===== src/cbz_pkg.sv =====
package cbz_pkg;
  // ==========================================================
  // register map (byte addresses)
  localparam logic [7:0] SYSCTL_ADDR = 8'h80;
  localparam logic [7:0] MMCTL_ADDR  = 8'h84;
  localparam logic [7:0] STATUS_ADDR = 8'h88;
  // ==========================================================
  // system control bit positions
  localparam int UP_BURST_BIT   = 14;
  localparam int SOCK_SEEN_BIT  = 13;
  localparam int RAIL_BIT       = 12;
  localparam int STREAM_BIT     = 11;
  localparam int UP_SETTLE_BIT  = 10;
  localparam int DN_SETTLE_BIT  = 9;
  localparam int PROBE_BIT      = 8;
  localparam int ZERO_BIT       = 7;
  localparam int GATING_BIT     = 6;
  localparam int ID_LOCK_BIT    = 5;
  localparam int PAR_REPORT_BIT = 4;
  localparam int DMA_EN_BIT     = 3;
  localparam int CLK_INHIBIT_BIT = 1;
  localparam int RING_SEL_BIT   = 0;
  // ==========================================================
  // multimedia control bit positions
  localparam int VID_OE_BIT   = 7;
  localparam int VID_SEL_BIT  = 6;
  localparam int VID_EN1_BIT  = 1;
  localparam int VID_EN0_BIT  = 0;
  // ==========================================================
  // reset values and write mask
  localparam logic [7:0] MMCTL_RESET   = 8'h00;
  localparam logic [7:0] MMCTL_WMASK   = 8'hC3;
  localparam logic       ID_LOCK_RESET = 1'b1;
  // ==========================================================
  // settle delays
  localparam int CLK_MHZ        = 40;
  localparam int UP_SETTLE_US   = 50;
  localparam int DN_SETTLE_US   = 50;
  localparam int UP_SETTLE_CYC  = UP_SETTLE_US * CLK_MHZ;
  localparam int DN_SETTLE_CYC  = DN_SETTLE_US * CLK_MHZ;
  localparam int CNT_W          = 16;
endpackage : cbz_pkg


===== src/cbz_regs.sv =====
// Our own choice: the Wishbone interface to the registers.
`timescale 1ns/1ps
// Behaviour
// - bit 14 enables upstream memory read bursts; resets to 0.
// - bit 13 per socket sets on card access; clears when read.
// - bit 12 is read-only and always reads 1.
// - bit 11 reads 1 from stream start until the stream is done and its settle delay has expired.
// - bit 10 set after power-up stream, clears after up delay.
// - bit 9 set after power-down stream, clears after down delay.
// - bit 8 per socket reads 1 while card interrogation runs.
// - bit 7 is read-only and reads 0.
// - bit 6 stops idle clockless socket state machine clocking.
// - bit 5 locks ID registers when 1; defaults to 1.
// - bit 4 routes card data parity errors to host error signal.
// - bit 3 enables central DMA and silences mux pins 7 and 6.
// - bit 1 forbids stopping either clock via clock-run protocols.
// - bit 0 low shares pin, ring or wake asserts it; high passes wake only.
// - multimedia bit 7 enables video outputs; else high impedance.
// - multimedia bit 6 picks source socket if its video mode on.
// - multimedia bits 5 to 2 read zero, ignore writes.
// - multimedia bit 1 puts socket 1 in video mode, inputs only.
// - multimedia bit 0 puts socket 0 in video mode, inputs only.
// - multimedia register at 84h in both functions, reset 00h.
module cbz_regs
  import cbz_pkg::*;
#(
  parameter int VID_W = 16
)(
  input  wire logic             SYS_CLK_IN,
  input  wire logic             RESET_N_IN,
  input  wire logic             WB_CYC_IN,
  input  wire logic             WB_STB_IN,
  input  wire logic             WB_WE_IN,
  input  wire logic [7:0]       WB_ADR_IN,
  input  wire logic [3:0]       WB_SEL_IN,
  input  wire logic [31:0]      WB_DAT_IN,
  output logic      [31:0]      WB_DAT_OUT,
  output logic                  WB_ACK_OUT,
  input  wire logic             FUNC_SEL_IN,
  input  wire logic [1:0]       CARD_ACCESS_IN,
  input  wire logic [1:0]       PROBE_BUSY_IN,
  input  wire logic             PWR_UP_STREAM_IN,
  input  wire logic             PWR_DN_STREAM_IN,
  input  wire logic             STREAM_DONE_IN,
  input  wire logic [1:0]       CARD_IDLE_IN,
  input  wire logic [1:0]       CARD_CLK_STOPPED_IN,
  input  wire logic             PARITY_ERR_IN,
  input  wire logic             IRQ_MUX7_IN,
  input  wire logic             IRQ_MUX6_IN,
  input  wire logic             CARD_CLKRUN_REQ_IN,
  input  wire logic             HOST_CLKRUN_REQ_IN,
  input  wire logic             RING_IN,
  input  wire logic             WAKE_IN,
  input  wire logic [VID_W-1:0] VID0_IN,
  input  wire logic [VID_W-1:0] VID1_IN,
  output logic                  UP_BURST_EN_OUT,
  output logic      [1:0]       SOCK_SM_CLK_EN_OUT,
  output logic                  ID_WRITE_EN_OUT,
  output logic                  SERR_REQ_OUT,
  output logic                  DMA_EN_OUT,
  output logic                  INT_MUX7_OUT,
  output logic                  INT_MUX6_OUT,
  output logic                  CARD_CLK_STOP_OK_OUT,
  output logic                  HOST_CLK_STOP_OK_OUT,
  output logic                  RING_WAKE_OUT,
  output logic      [1:0]       VID_MODE_OUT,
  output logic      [VID_W-1:0] VID_OUT,
  output logic                  VID_OE_OUT
);

  // ==========================================================
  // state
  typedef struct packed {
    logic             ack;
    logic [31:0]      rdata;
    logic             up_burst;
    logic [1:0]       sock_seen;
    logic             stream;
    logic             up_pend;
    logic             dn_pend;
    logic [CNT_W-1:0] cnt;
    logic             gating;
    logic             id_lock;
    logic             par_en;
    logic             dma_en;
    logic             clk_inh;
    logic             ring_sel;
    logic [7:0]       mm;
    logic [VID_W-1:0] vid;
  } cbz_state_t;

  cbz_state_t st;
  cbz_state_t next_st;

  logic        req;
  logic        wr;
  logic        rd;
  logic        f0;
  logic [31:0] sysctl_val;
  logic [31:0] wmask;

  // ==========================================================
  // bus decode
  assign req = WB_CYC_IN && WB_STB_IN && !st.ack;
  assign wr  = req && WB_WE_IN;
  assign rd  = req && !WB_WE_IN;
  assign f0  = !FUNC_SEL_IN;
  assign wmask = {{8{WB_SEL_IN[3]}}, {8{WB_SEL_IN[2]}},
                  {8{WB_SEL_IN[1]}}, {8{WB_SEL_IN[0]}}};

  always_comb
  begin
    sysctl_val = 32'h0000_0000;
    sysctl_val[UP_BURST_BIT]    = st.up_burst;
    sysctl_val[SOCK_SEEN_BIT]   = st.sock_seen[FUNC_SEL_IN];
    sysctl_val[RAIL_BIT]        = 1'b1;
    sysctl_val[STREAM_BIT]      = st.stream;
    sysctl_val[UP_SETTLE_BIT]   = st.up_pend;
    sysctl_val[DN_SETTLE_BIT]   = st.dn_pend;
    sysctl_val[PROBE_BIT]       = PROBE_BUSY_IN[FUNC_SEL_IN];
    sysctl_val[ZERO_BIT]        = 1'b0;
    sysctl_val[GATING_BIT]      = st.gating;
    sysctl_val[ID_LOCK_BIT]     = st.id_lock;
    sysctl_val[PAR_REPORT_BIT]  = st.par_en;
    sysctl_val[DMA_EN_BIT]      = st.dma_en;
    sysctl_val[CLK_INHIBIT_BIT] = st.clk_inh;
    sysctl_val[RING_SEL_BIT]    = st.ring_sel;
  end

  // ==========================================================
  // next state
  always_comb
  begin
    next_st = st;
    next_st.ack = req;
    // socket activity: set wins over read clear
    if (rd && WB_ADR_IN == SYSCTL_ADDR && WB_SEL_IN[1])
    begin
      next_st.sock_seen[FUNC_SEL_IN] = 1'b0;
    end
    next_st.sock_seen = next_st.sock_seen | CARD_ACCESS_IN;
    // settle delays
    if (st.cnt != '0)
    begin
      next_st.cnt = st.cnt - 1'b1;
    end
    if (st.stream && STREAM_DONE_IN && st.cnt == '0
        && !st.up_pend && !st.dn_pend)
    begin
      next_st.stream = 1'b0;
    end
    if ((st.up_pend || st.dn_pend) && st.cnt == CNT_W'(1))
    begin
      next_st.up_pend = 1'b0;
      next_st.dn_pend = 1'b0;
    end
    if (PWR_UP_STREAM_IN)
    begin
      next_st.stream  = 1'b1;
      next_st.up_pend = 1'b1;
      next_st.dn_pend = 1'b0;
      next_st.cnt     = CNT_W'(UP_SETTLE_CYC);
    end
    else if (PWR_DN_STREAM_IN)
    begin
      next_st.stream  = 1'b1;
      next_st.dn_pend = 1'b1;
      next_st.up_pend = 1'b0;
      next_st.cnt     = CNT_W'(DN_SETTLE_CYC);
    end
    // register writes; global bits only via function 0
    if (wr && f0 && WB_ADR_IN == SYSCTL_ADDR)
    begin
      if (WB_SEL_IN[1])
      begin
        next_st.up_burst = WB_DAT_IN[UP_BURST_BIT];
      end
      if (WB_SEL_IN[0])
      begin
        next_st.gating   = WB_DAT_IN[GATING_BIT];
        next_st.id_lock  = WB_DAT_IN[ID_LOCK_BIT];
        next_st.par_en   = WB_DAT_IN[PAR_REPORT_BIT];
        next_st.dma_en   = WB_DAT_IN[DMA_EN_BIT];
        next_st.clk_inh  = WB_DAT_IN[CLK_INHIBIT_BIT];
        next_st.ring_sel = WB_DAT_IN[RING_SEL_BIT];
      end
    end
    if (wr && f0 && WB_ADR_IN == MMCTL_ADDR && WB_SEL_IN[0])
    begin
      next_st.mm = WB_DAT_IN[7:0] & MMCTL_WMASK;
    end
    // read data
    next_st.rdata = 32'h0000_0000;
    if (rd)
    begin
      case (WB_ADR_IN)
        SYSCTL_ADDR: next_st.rdata = sysctl_val & wmask;
        MMCTL_ADDR:  next_st.rdata = {24'h000000, st.mm} & wmask;
        default:     next_st.rdata = 32'h0000_0000;
      endcase
    end
    // video source mux
    if (st.mm[VID_SEL_BIT] && st.mm[VID_EN1_BIT])
    begin
      next_st.vid = VID1_IN;
    end
    else if (!st.mm[VID_SEL_BIT] && st.mm[VID_EN0_BIT])
    begin
      next_st.vid = VID0_IN;
    end
    else
    begin
      next_st.vid = '0;
    end
  end

  always_ff @(posedge SYS_CLK_IN or negedge RESET_N_IN)
  begin
    if (!RESET_N_IN)
    begin
      st          <= '0;
      st.id_lock  <= ID_LOCK_RESET;
      st.mm       <= MMCTL_RESET;
    end
    else
    begin
      st <= next_st;
    end
  end

  // ==========================================================
  // outputs
  assign WB_ACK_OUT = st.ack;
  assign WB_DAT_OUT = st.rdata;
  assign UP_BURST_EN_OUT = st.up_burst;
  assign SOCK_SM_CLK_EN_OUT =
    ~({2{st.gating}} & CARD_IDLE_IN & CARD_CLK_STOPPED_IN);
  assign ID_WRITE_EN_OUT = !st.id_lock;
  assign SERR_REQ_OUT = st.par_en && PARITY_ERR_IN;
  assign DMA_EN_OUT   = st.dma_en;
  assign INT_MUX7_OUT = IRQ_MUX7_IN && !st.dma_en;
  assign INT_MUX6_OUT = IRQ_MUX6_IN && !st.dma_en;
  assign CARD_CLK_STOP_OK_OUT = CARD_CLKRUN_REQ_IN && !st.clk_inh;
  assign HOST_CLK_STOP_OK_OUT = HOST_CLKRUN_REQ_IN && !st.clk_inh;
  assign RING_WAKE_OUT = st.ring_sel ? WAKE_IN
                                     : (RING_IN || WAKE_IN);
  assign VID_MODE_OUT = {st.mm[VID_EN1_BIT], st.mm[VID_EN0_BIT]};
  assign VID_OE_OUT = st.mm[VID_OE_BIT];
  assign VID_OUT = st.vid;

  // ==========================================================
  // checks
  property p_burst;
    @(posedge SYS_CLK_IN) disable iff (!RESET_N_IN)
    wr && f0 && WB_ADR_IN == SYSCTL_ADDR && WB_SEL_IN[1]
    |=> UP_BURST_EN_OUT == $past(WB_DAT_IN[UP_BURST_BIT]);
  endproperty
  a_burst: assert property (p_burst)
    else $error("burst enable not stored");

  property p_seen;
    @(posedge SYS_CLK_IN) disable iff (!RESET_N_IN)
    CARD_ACCESS_IN[0] |=> st.sock_seen[0];
  endproperty
  a_seen: assert property (p_seen)
    else $error("socket access lost");

  property p_rail;
    @(posedge SYS_CLK_IN) disable iff (!RESET_N_IN)
    rd && WB_ADR_IN == SYSCTL_ADDR && WB_SEL_IN[1]
    |=> WB_ACK_OUT && WB_DAT_OUT[RAIL_BIT] && !WB_DAT_OUT[ZERO_BIT];
  endproperty
  a_rail: assert property (p_rail)
    else $error("fixed bits wrong");

  property p_stream;
    @(posedge SYS_CLK_IN) disable iff (!RESET_N_IN)
    (st.up_pend || st.dn_pend) |-> st.stream;
  endproperty
  a_stream: assert property (p_stream)
    else $error("stream cleared before delay");

  property p_up;
    @(posedge SYS_CLK_IN) disable iff (!RESET_N_IN)
    PWR_UP_STREAM_IN |=> st.up_pend && st.cnt == CNT_W'(UP_SETTLE_CYC);
  endproperty
  a_up: assert property (p_up)
    else $error("power-up delay not started");

  property p_dn;
    @(posedge SYS_CLK_IN) disable iff (!RESET_N_IN)
    !PWR_UP_STREAM_IN && PWR_DN_STREAM_IN |=> st.dn_pend && !st.up_pend;
  endproperty
  a_dn: assert property (p_dn)
    else $error("power-down delay not started");

  property p_dma;
    @(posedge SYS_CLK_IN) disable iff (!RESET_N_IN)
    DMA_EN_OUT |-> !INT_MUX7_OUT && !INT_MUX6_OUT;
  endproperty
  a_dma: assert property (p_dma)
    else $error("mux pins active with dma");

  property p_vid;
    @(posedge SYS_CLK_IN) disable iff (!RESET_N_IN)
    wr && f0 && WB_ADR_IN == MMCTL_ADDR && WB_SEL_IN[0]
    |=> VID_OE_OUT == $past(WB_DAT_IN[VID_OE_BIT]);
  endproperty
  a_vid: assert property (p_vid)
    else $error("video drivers do not follow enable bit");

  property p_rsv;
    @(posedge SYS_CLK_IN) disable iff (!RESET_N_IN)
    st.mm[5:2] == 4'h0;
  endproperty
  a_rsv: assert property (p_rsv)
    else $error("reserved video bits set");

  property p_seen_clr;
    @(posedge SYS_CLK_IN) disable iff (!RESET_N_IN)
    rd && f0 && WB_ADR_IN == SYSCTL_ADDR && WB_SEL_IN[1]
    && !CARD_ACCESS_IN[0] |=> !st.sock_seen[0];
  endproperty
  a_seen_clr: assert property (p_seen_clr)
    else $error("socket activity not cleared by read");

  property p_settle;
    @(posedge SYS_CLK_IN) disable iff (!RESET_N_IN)
    (st.up_pend || st.dn_pend) && st.cnt == CNT_W'(1)
    && !PWR_UP_STREAM_IN && !PWR_DN_STREAM_IN
    |=> !st.up_pend && !st.dn_pend;
  endproperty
  a_settle: assert property (p_settle)
    else $error("settle status not cleared at delay end");

  property p_stream_done;
    @(posedge SYS_CLK_IN) disable iff (!RESET_N_IN)
    st.stream && !st.up_pend && !st.dn_pend && st.cnt == '0
    && STREAM_DONE_IN && !PWR_UP_STREAM_IN && !PWR_DN_STREAM_IN
    |=> !st.stream;
  endproperty
  a_stream_done: assert property (p_stream_done)
    else $error("stream status stuck after completion");

  property p_wlock;
    @(posedge SYS_CLK_IN) disable iff (!RESET_N_IN)
    wr && f0 && WB_ADR_IN == SYSCTL_ADDR && WB_SEL_IN[0]
    |=> ID_WRITE_EN_OUT == !$past(WB_DAT_IN[ID_LOCK_BIT]);
  endproperty
  a_wlock: assert property (p_wlock)
    else $error("id write lock not stored");

  property p_serr;
    @(posedge SYS_CLK_IN) disable iff (!RESET_N_IN)
    !st.par_en |-> !SERR_REQ_OUT;
  endproperty
  a_serr: assert property (p_serr)
    else $error("parity error reported while disabled");

  property p_keep;
    @(posedge SYS_CLK_IN) disable iff (!RESET_N_IN)
    st.clk_inh |-> !CARD_CLK_STOP_OK_OUT && !HOST_CLK_STOP_OK_OUT;
  endproperty
  a_keep: assert property (p_keep)
    else $error("clock stop allowed while inhibited");

  property p_ring;
    @(posedge SYS_CLK_IN) disable iff (!RESET_N_IN)
    !st.ring_sel && RING_IN |-> RING_WAKE_OUT;
  endproperty
  a_ring: assert property (p_ring)
    else $error("ring indicate lost on shared pin");

  property p_gate;
    @(posedge SYS_CLK_IN) disable iff (!RESET_N_IN)
    st.gating && CARD_IDLE_IN[0] && CARD_CLK_STOPPED_IN[0]
    |-> !SOCK_SM_CLK_EN_OUT[0];
  endproperty
  a_gate: assert property (p_gate)
    else $error("idle socket state machine still clocked");

  property p_vid_sel;
    @(posedge SYS_CLK_IN) disable iff (!RESET_N_IN)
    st.mm[VID_SEL_BIT] && st.mm[VID_EN1_BIT]
    |=> VID_OUT == $past(VID1_IN);
  endproperty
  a_vid_sel: assert property (p_vid_sel)
    else $error("socket 1 video not routed");

endmodule : cbz_regs


===== config.mk =====
export PLATFORM = sky130hd
export DESIGN_NAME = cbz_regs
export DESIGN_NICKNAME = d
export VERILOG_FILES = /design/src/cbz_pkg.sv /design/src/cbz_regs.sv
export SDC_FILE = /design/constraint.sdc
export NUM_CORES = 1
export LEC_CHECK = 0
export ABC_AREA = 1
export BUFFER_PORTS_ARGS = -buffer_cell sky130_fd_sc_hd__buf_2
export CORE_MARGIN = 1
export CORE_UTILIZATION = 44
export DETAILED_ROUTE_END_ITERATION = 8
export HOLD_SLACK_MARGIN = 0.15
export PLACE_DENSITY = 0.83
export SLEW_MARGIN = 20
export SYNTH_ARGS = -nofsm -noshare
export SYNTH_HDL_FRONTEND = slang
export SYNTH_SLANG_ARGS = --single-unit

===== constraint.sdc =====
create_clock -name SYS_CLK_IN -period 2.9 [get_ports SYS_CLK_IN]
set_clock_uncertainty 0.05 [all_clocks]
set_input_delay 0.58 -clock SYS_CLK_IN [delete_from_list [all_inputs] [get_ports SYS_CLK_IN]]
set_output_delay 0.58 -clock SYS_CLK_IN [all_outputs]
set_load 0.005 [all_outputs]

==> reports/qor.csv <==
stage,metric,value,unit
outcome,status,"finished, final reports clean",
global_routing,grt_max_degree,38,
worst_setup_path,critPathArrivalTime,1.30,ns
detailed_routing,routed_wl,7341,µm
yosys,synth-seq-cells,63,
worst_setup_path,worst_setup_path_start_kind,flip-flop,
sta,finalWorstSetupSlack,0.9683,ns
sta,max_clock_freq,517.7,MHz
sta,rsz0062_at_grt,no,
place,port_buffers,118,
worst_setup_path,endpoint_kind,output port,
global_routing,grtUsageTotal,19.63,%
sta,hold_violations,0,
place,dp_cells,592,
detailed_routing,wl_per_cell,12.07,µm
sta,tightest_slew,0.7785,ns
clock_tree,cts_sinks,63,
clock_tree,clock_latency,0.34,ns
yosys,netlist_instances,414,
detailed_routing,dr.pass1.iters,4,
worst_setup_path,slowest_delay,0.74,ns
detailed_routing,drc,0,
global_routing,antenna_found_initial,0,
yosys,async_flop_share,100.0,%
finish,final_cell_mix,"118 x buf_2, 84 x nand2_1, 62 x dfrtp_1, 53 x nand3_1, 46 x inv_1",
finish,nets,606,
clock_tree,numCtsBuffers,9,
global_routing,grt_pass1_vias,2652,
yosys,yosysUniqueCellTypes,31,
finish,drive_gt1_share,30.26,%
yosys,synth-edff-count,0,
yosys,ys.flop_type,dfrtp_1,
detailed_routing,drt_iter0_drc,115,
clock_tree,cts_tree,built,
worst_setup_path,worstSetupPathType,flip-flop to output port,
finish,layout_commonest_cell,buf_2,
worst_setup_path,crit_family,flip-flops,
worst_setup_path,required,2.27,ns
worst_setup_path,crit_fanout,19,
place,dpl_worst_slack,0.9495,ns
floorplan,die_w,89.58,µm
detailed_routing,antenna_left,0,
floorplan,fp.dieH,89.58,µm
clock_tree,clk_pin_slew,0.07,ns
clock_tree,cts_setup_buffers,0,
place,place_congestion,0.8107,
min_path,hold_path.class,input port to asynchronous set/reset pin,
sta,slew_headroom,48.04,%
power,p_per_area,437.7,mW/mm²
clock_tree,htree_levels,3,
place,dp_hpwl,5576,µm
global_routing,grt.overflow.total,0,
sta,setup_viol,0,
power,total_power,1.725,mW
power,p_leak,2.234,nW
global_routing,grt_pass1_wl,11650,µm
finish,n_antenna_cell,0,
worst_setup_path,path_buf_inv,1,
floorplan,die_area,0.008024,mm²
flow_run,maxCapViolations,0,
sta,tns,0,ns
yosys,syn-cell-area,0.003374,mm²
yosys,synth_area_leaders,"dfrtp_1 46%, buf_4 11%, nand2_1 9.3%, nand3_1 7.9%, inv_1 5.1%",
sta,slew_violations,0,
clock_tree,clockBufferDepth,2,
finish,final-instance-count-excl-fill,608,
power,vdd_drop_max,219.1,µV
sta,post-route-period-util,66.61,%
yosys,yosys.area.top_type,dfrtp_1,
yosys,syn_avg_cell_area,8.151,µm²
floorplan,placement_rows,31,
finish,syn2layout_area_growth,16.83,%
floorplan,num_io_pins,163,
floorplan,coreArea,0.007331,mm²
detailed_routing,vias,2861,
floorplan,initial_core_util,46.03,%
yosys,yosysSeqAreaShare,46.76,%
worst_setup_path,path_cells,buf_2,
clock_tree,post_cts_resized,0,
sta,min_period,1.932,ns
yosys,synth_top_area_share,45.98,%
detailed_routing,avgViaCountPerCell,4.706,
worst_setup_path,critical-path-slowest-cell,dfrtp_1,
worst_setup_path,reg2reg_slack,1.19,ns
yosys,yosysWarningCount,0,
clock_tree,clock-root-buffer,clkbuf_8,
clock_tree,cts_hold_buf,0,
==> path summary, 6_finish.rpt <==
check                                  startpoint              end  cells after the start
worst max-delay path              VID_MODE_OUT[1]  VID_MODE_OUT[1]                      1
worst min-delay path                   RESET_N_IN           st[47]                      1
worst max register to register             st[30]           st[44]                      8
worst min register to register             st[48]   WB_DAT_OUT[11]                      2
max in group asynchronous              RESET_N_IN           st[28]                      2
min in group SYS_CLK_IN         CARD_ACCESS_IN[0]           st[49]                      3
==> synthesized netlist by cell type (2+ instances only) <==
master    instances
nor2_2            4
buf_2             4
nand2_4           2
nor2_4            4
nand3_2           2
ha_1              2
buf_4            51
dfrtp_1          62
clkbuf_1          2
nand4_1           7
o31ai_1           3
a21oi_1          11
o21ai_0          15
nor2_1           41
inv_1            46
nor3_1            6
nand2_1          84
inv_2             3
nand3_1          53
==> logic make-up (layout without fill, tap and decap cells) <==
| kind of cell | count (synthesis) | after routing | synth area share (%) |
|---|---|---|---|
| fa+ha+maj | 2 | 2 | 0.7414 |
| flops | 63 | 63 | 46.76 |
| compound gates | 33 | 33 | 5.377 |
| buf+inv | 107 | 185 | 17.72 |
| simple gates | 208 | 208 | 29.29 |
| other cells | 1 | 18 | 0.1111 |
==> stage by stage <==
stage	hold slack, ns	utilization (%)	area [µm²]
3_3_place_gp	0.4226	51.37	3766
4_1_cts	0.2103	53.78	3943
5_1_grt	0.2477	53.78	3943
3_5_place_dp	0.4471	51.37	3766
2_1_floorplan	0.2344	-	3438
6_report	0.1996	53.78	3943
==> flip-flops by register name, summed over array words and instances (netlist names) <==
register         flops
DMA_EN_OUT           1
UP_BURST_EN_OUT      1
VID_MODE_OUT         2
VID_OE_OUT           1
VID_OUT             16
WB_ACK_OUT           1
WB_DAT_OUT          14
st                  27
==> area by class of cell <==
type                    instances  area [µm²]
flip-flops and latches         63        1578
repair buffers                120       618.1
clock buffers                  13       158.9
well taps                      99       123.9
clock inverters                 3       17.52
fillers                       687        3388
multi-input cells             261        1262
inverters                      49       183.9
==> routing by layer <==
layer | vias up | GRT usage [%] | share of wire, %
li1 | 1421 | - | -
met1 | 1315 | 23.53 | 42
met3 | 14 | 5.576 | 6.3
met4 | 0 | 8.225 | 1.8
met2 | 111 | 33.20 | 50
met5 | - | 0 | 0
==> report_power, final <==
group          switching [mW]  internal (mW)
logic                  0.0882         0.0604
registers             0.00713          0.888
clock network           0.327          0.354
Power figures use the tool's default switching activity.
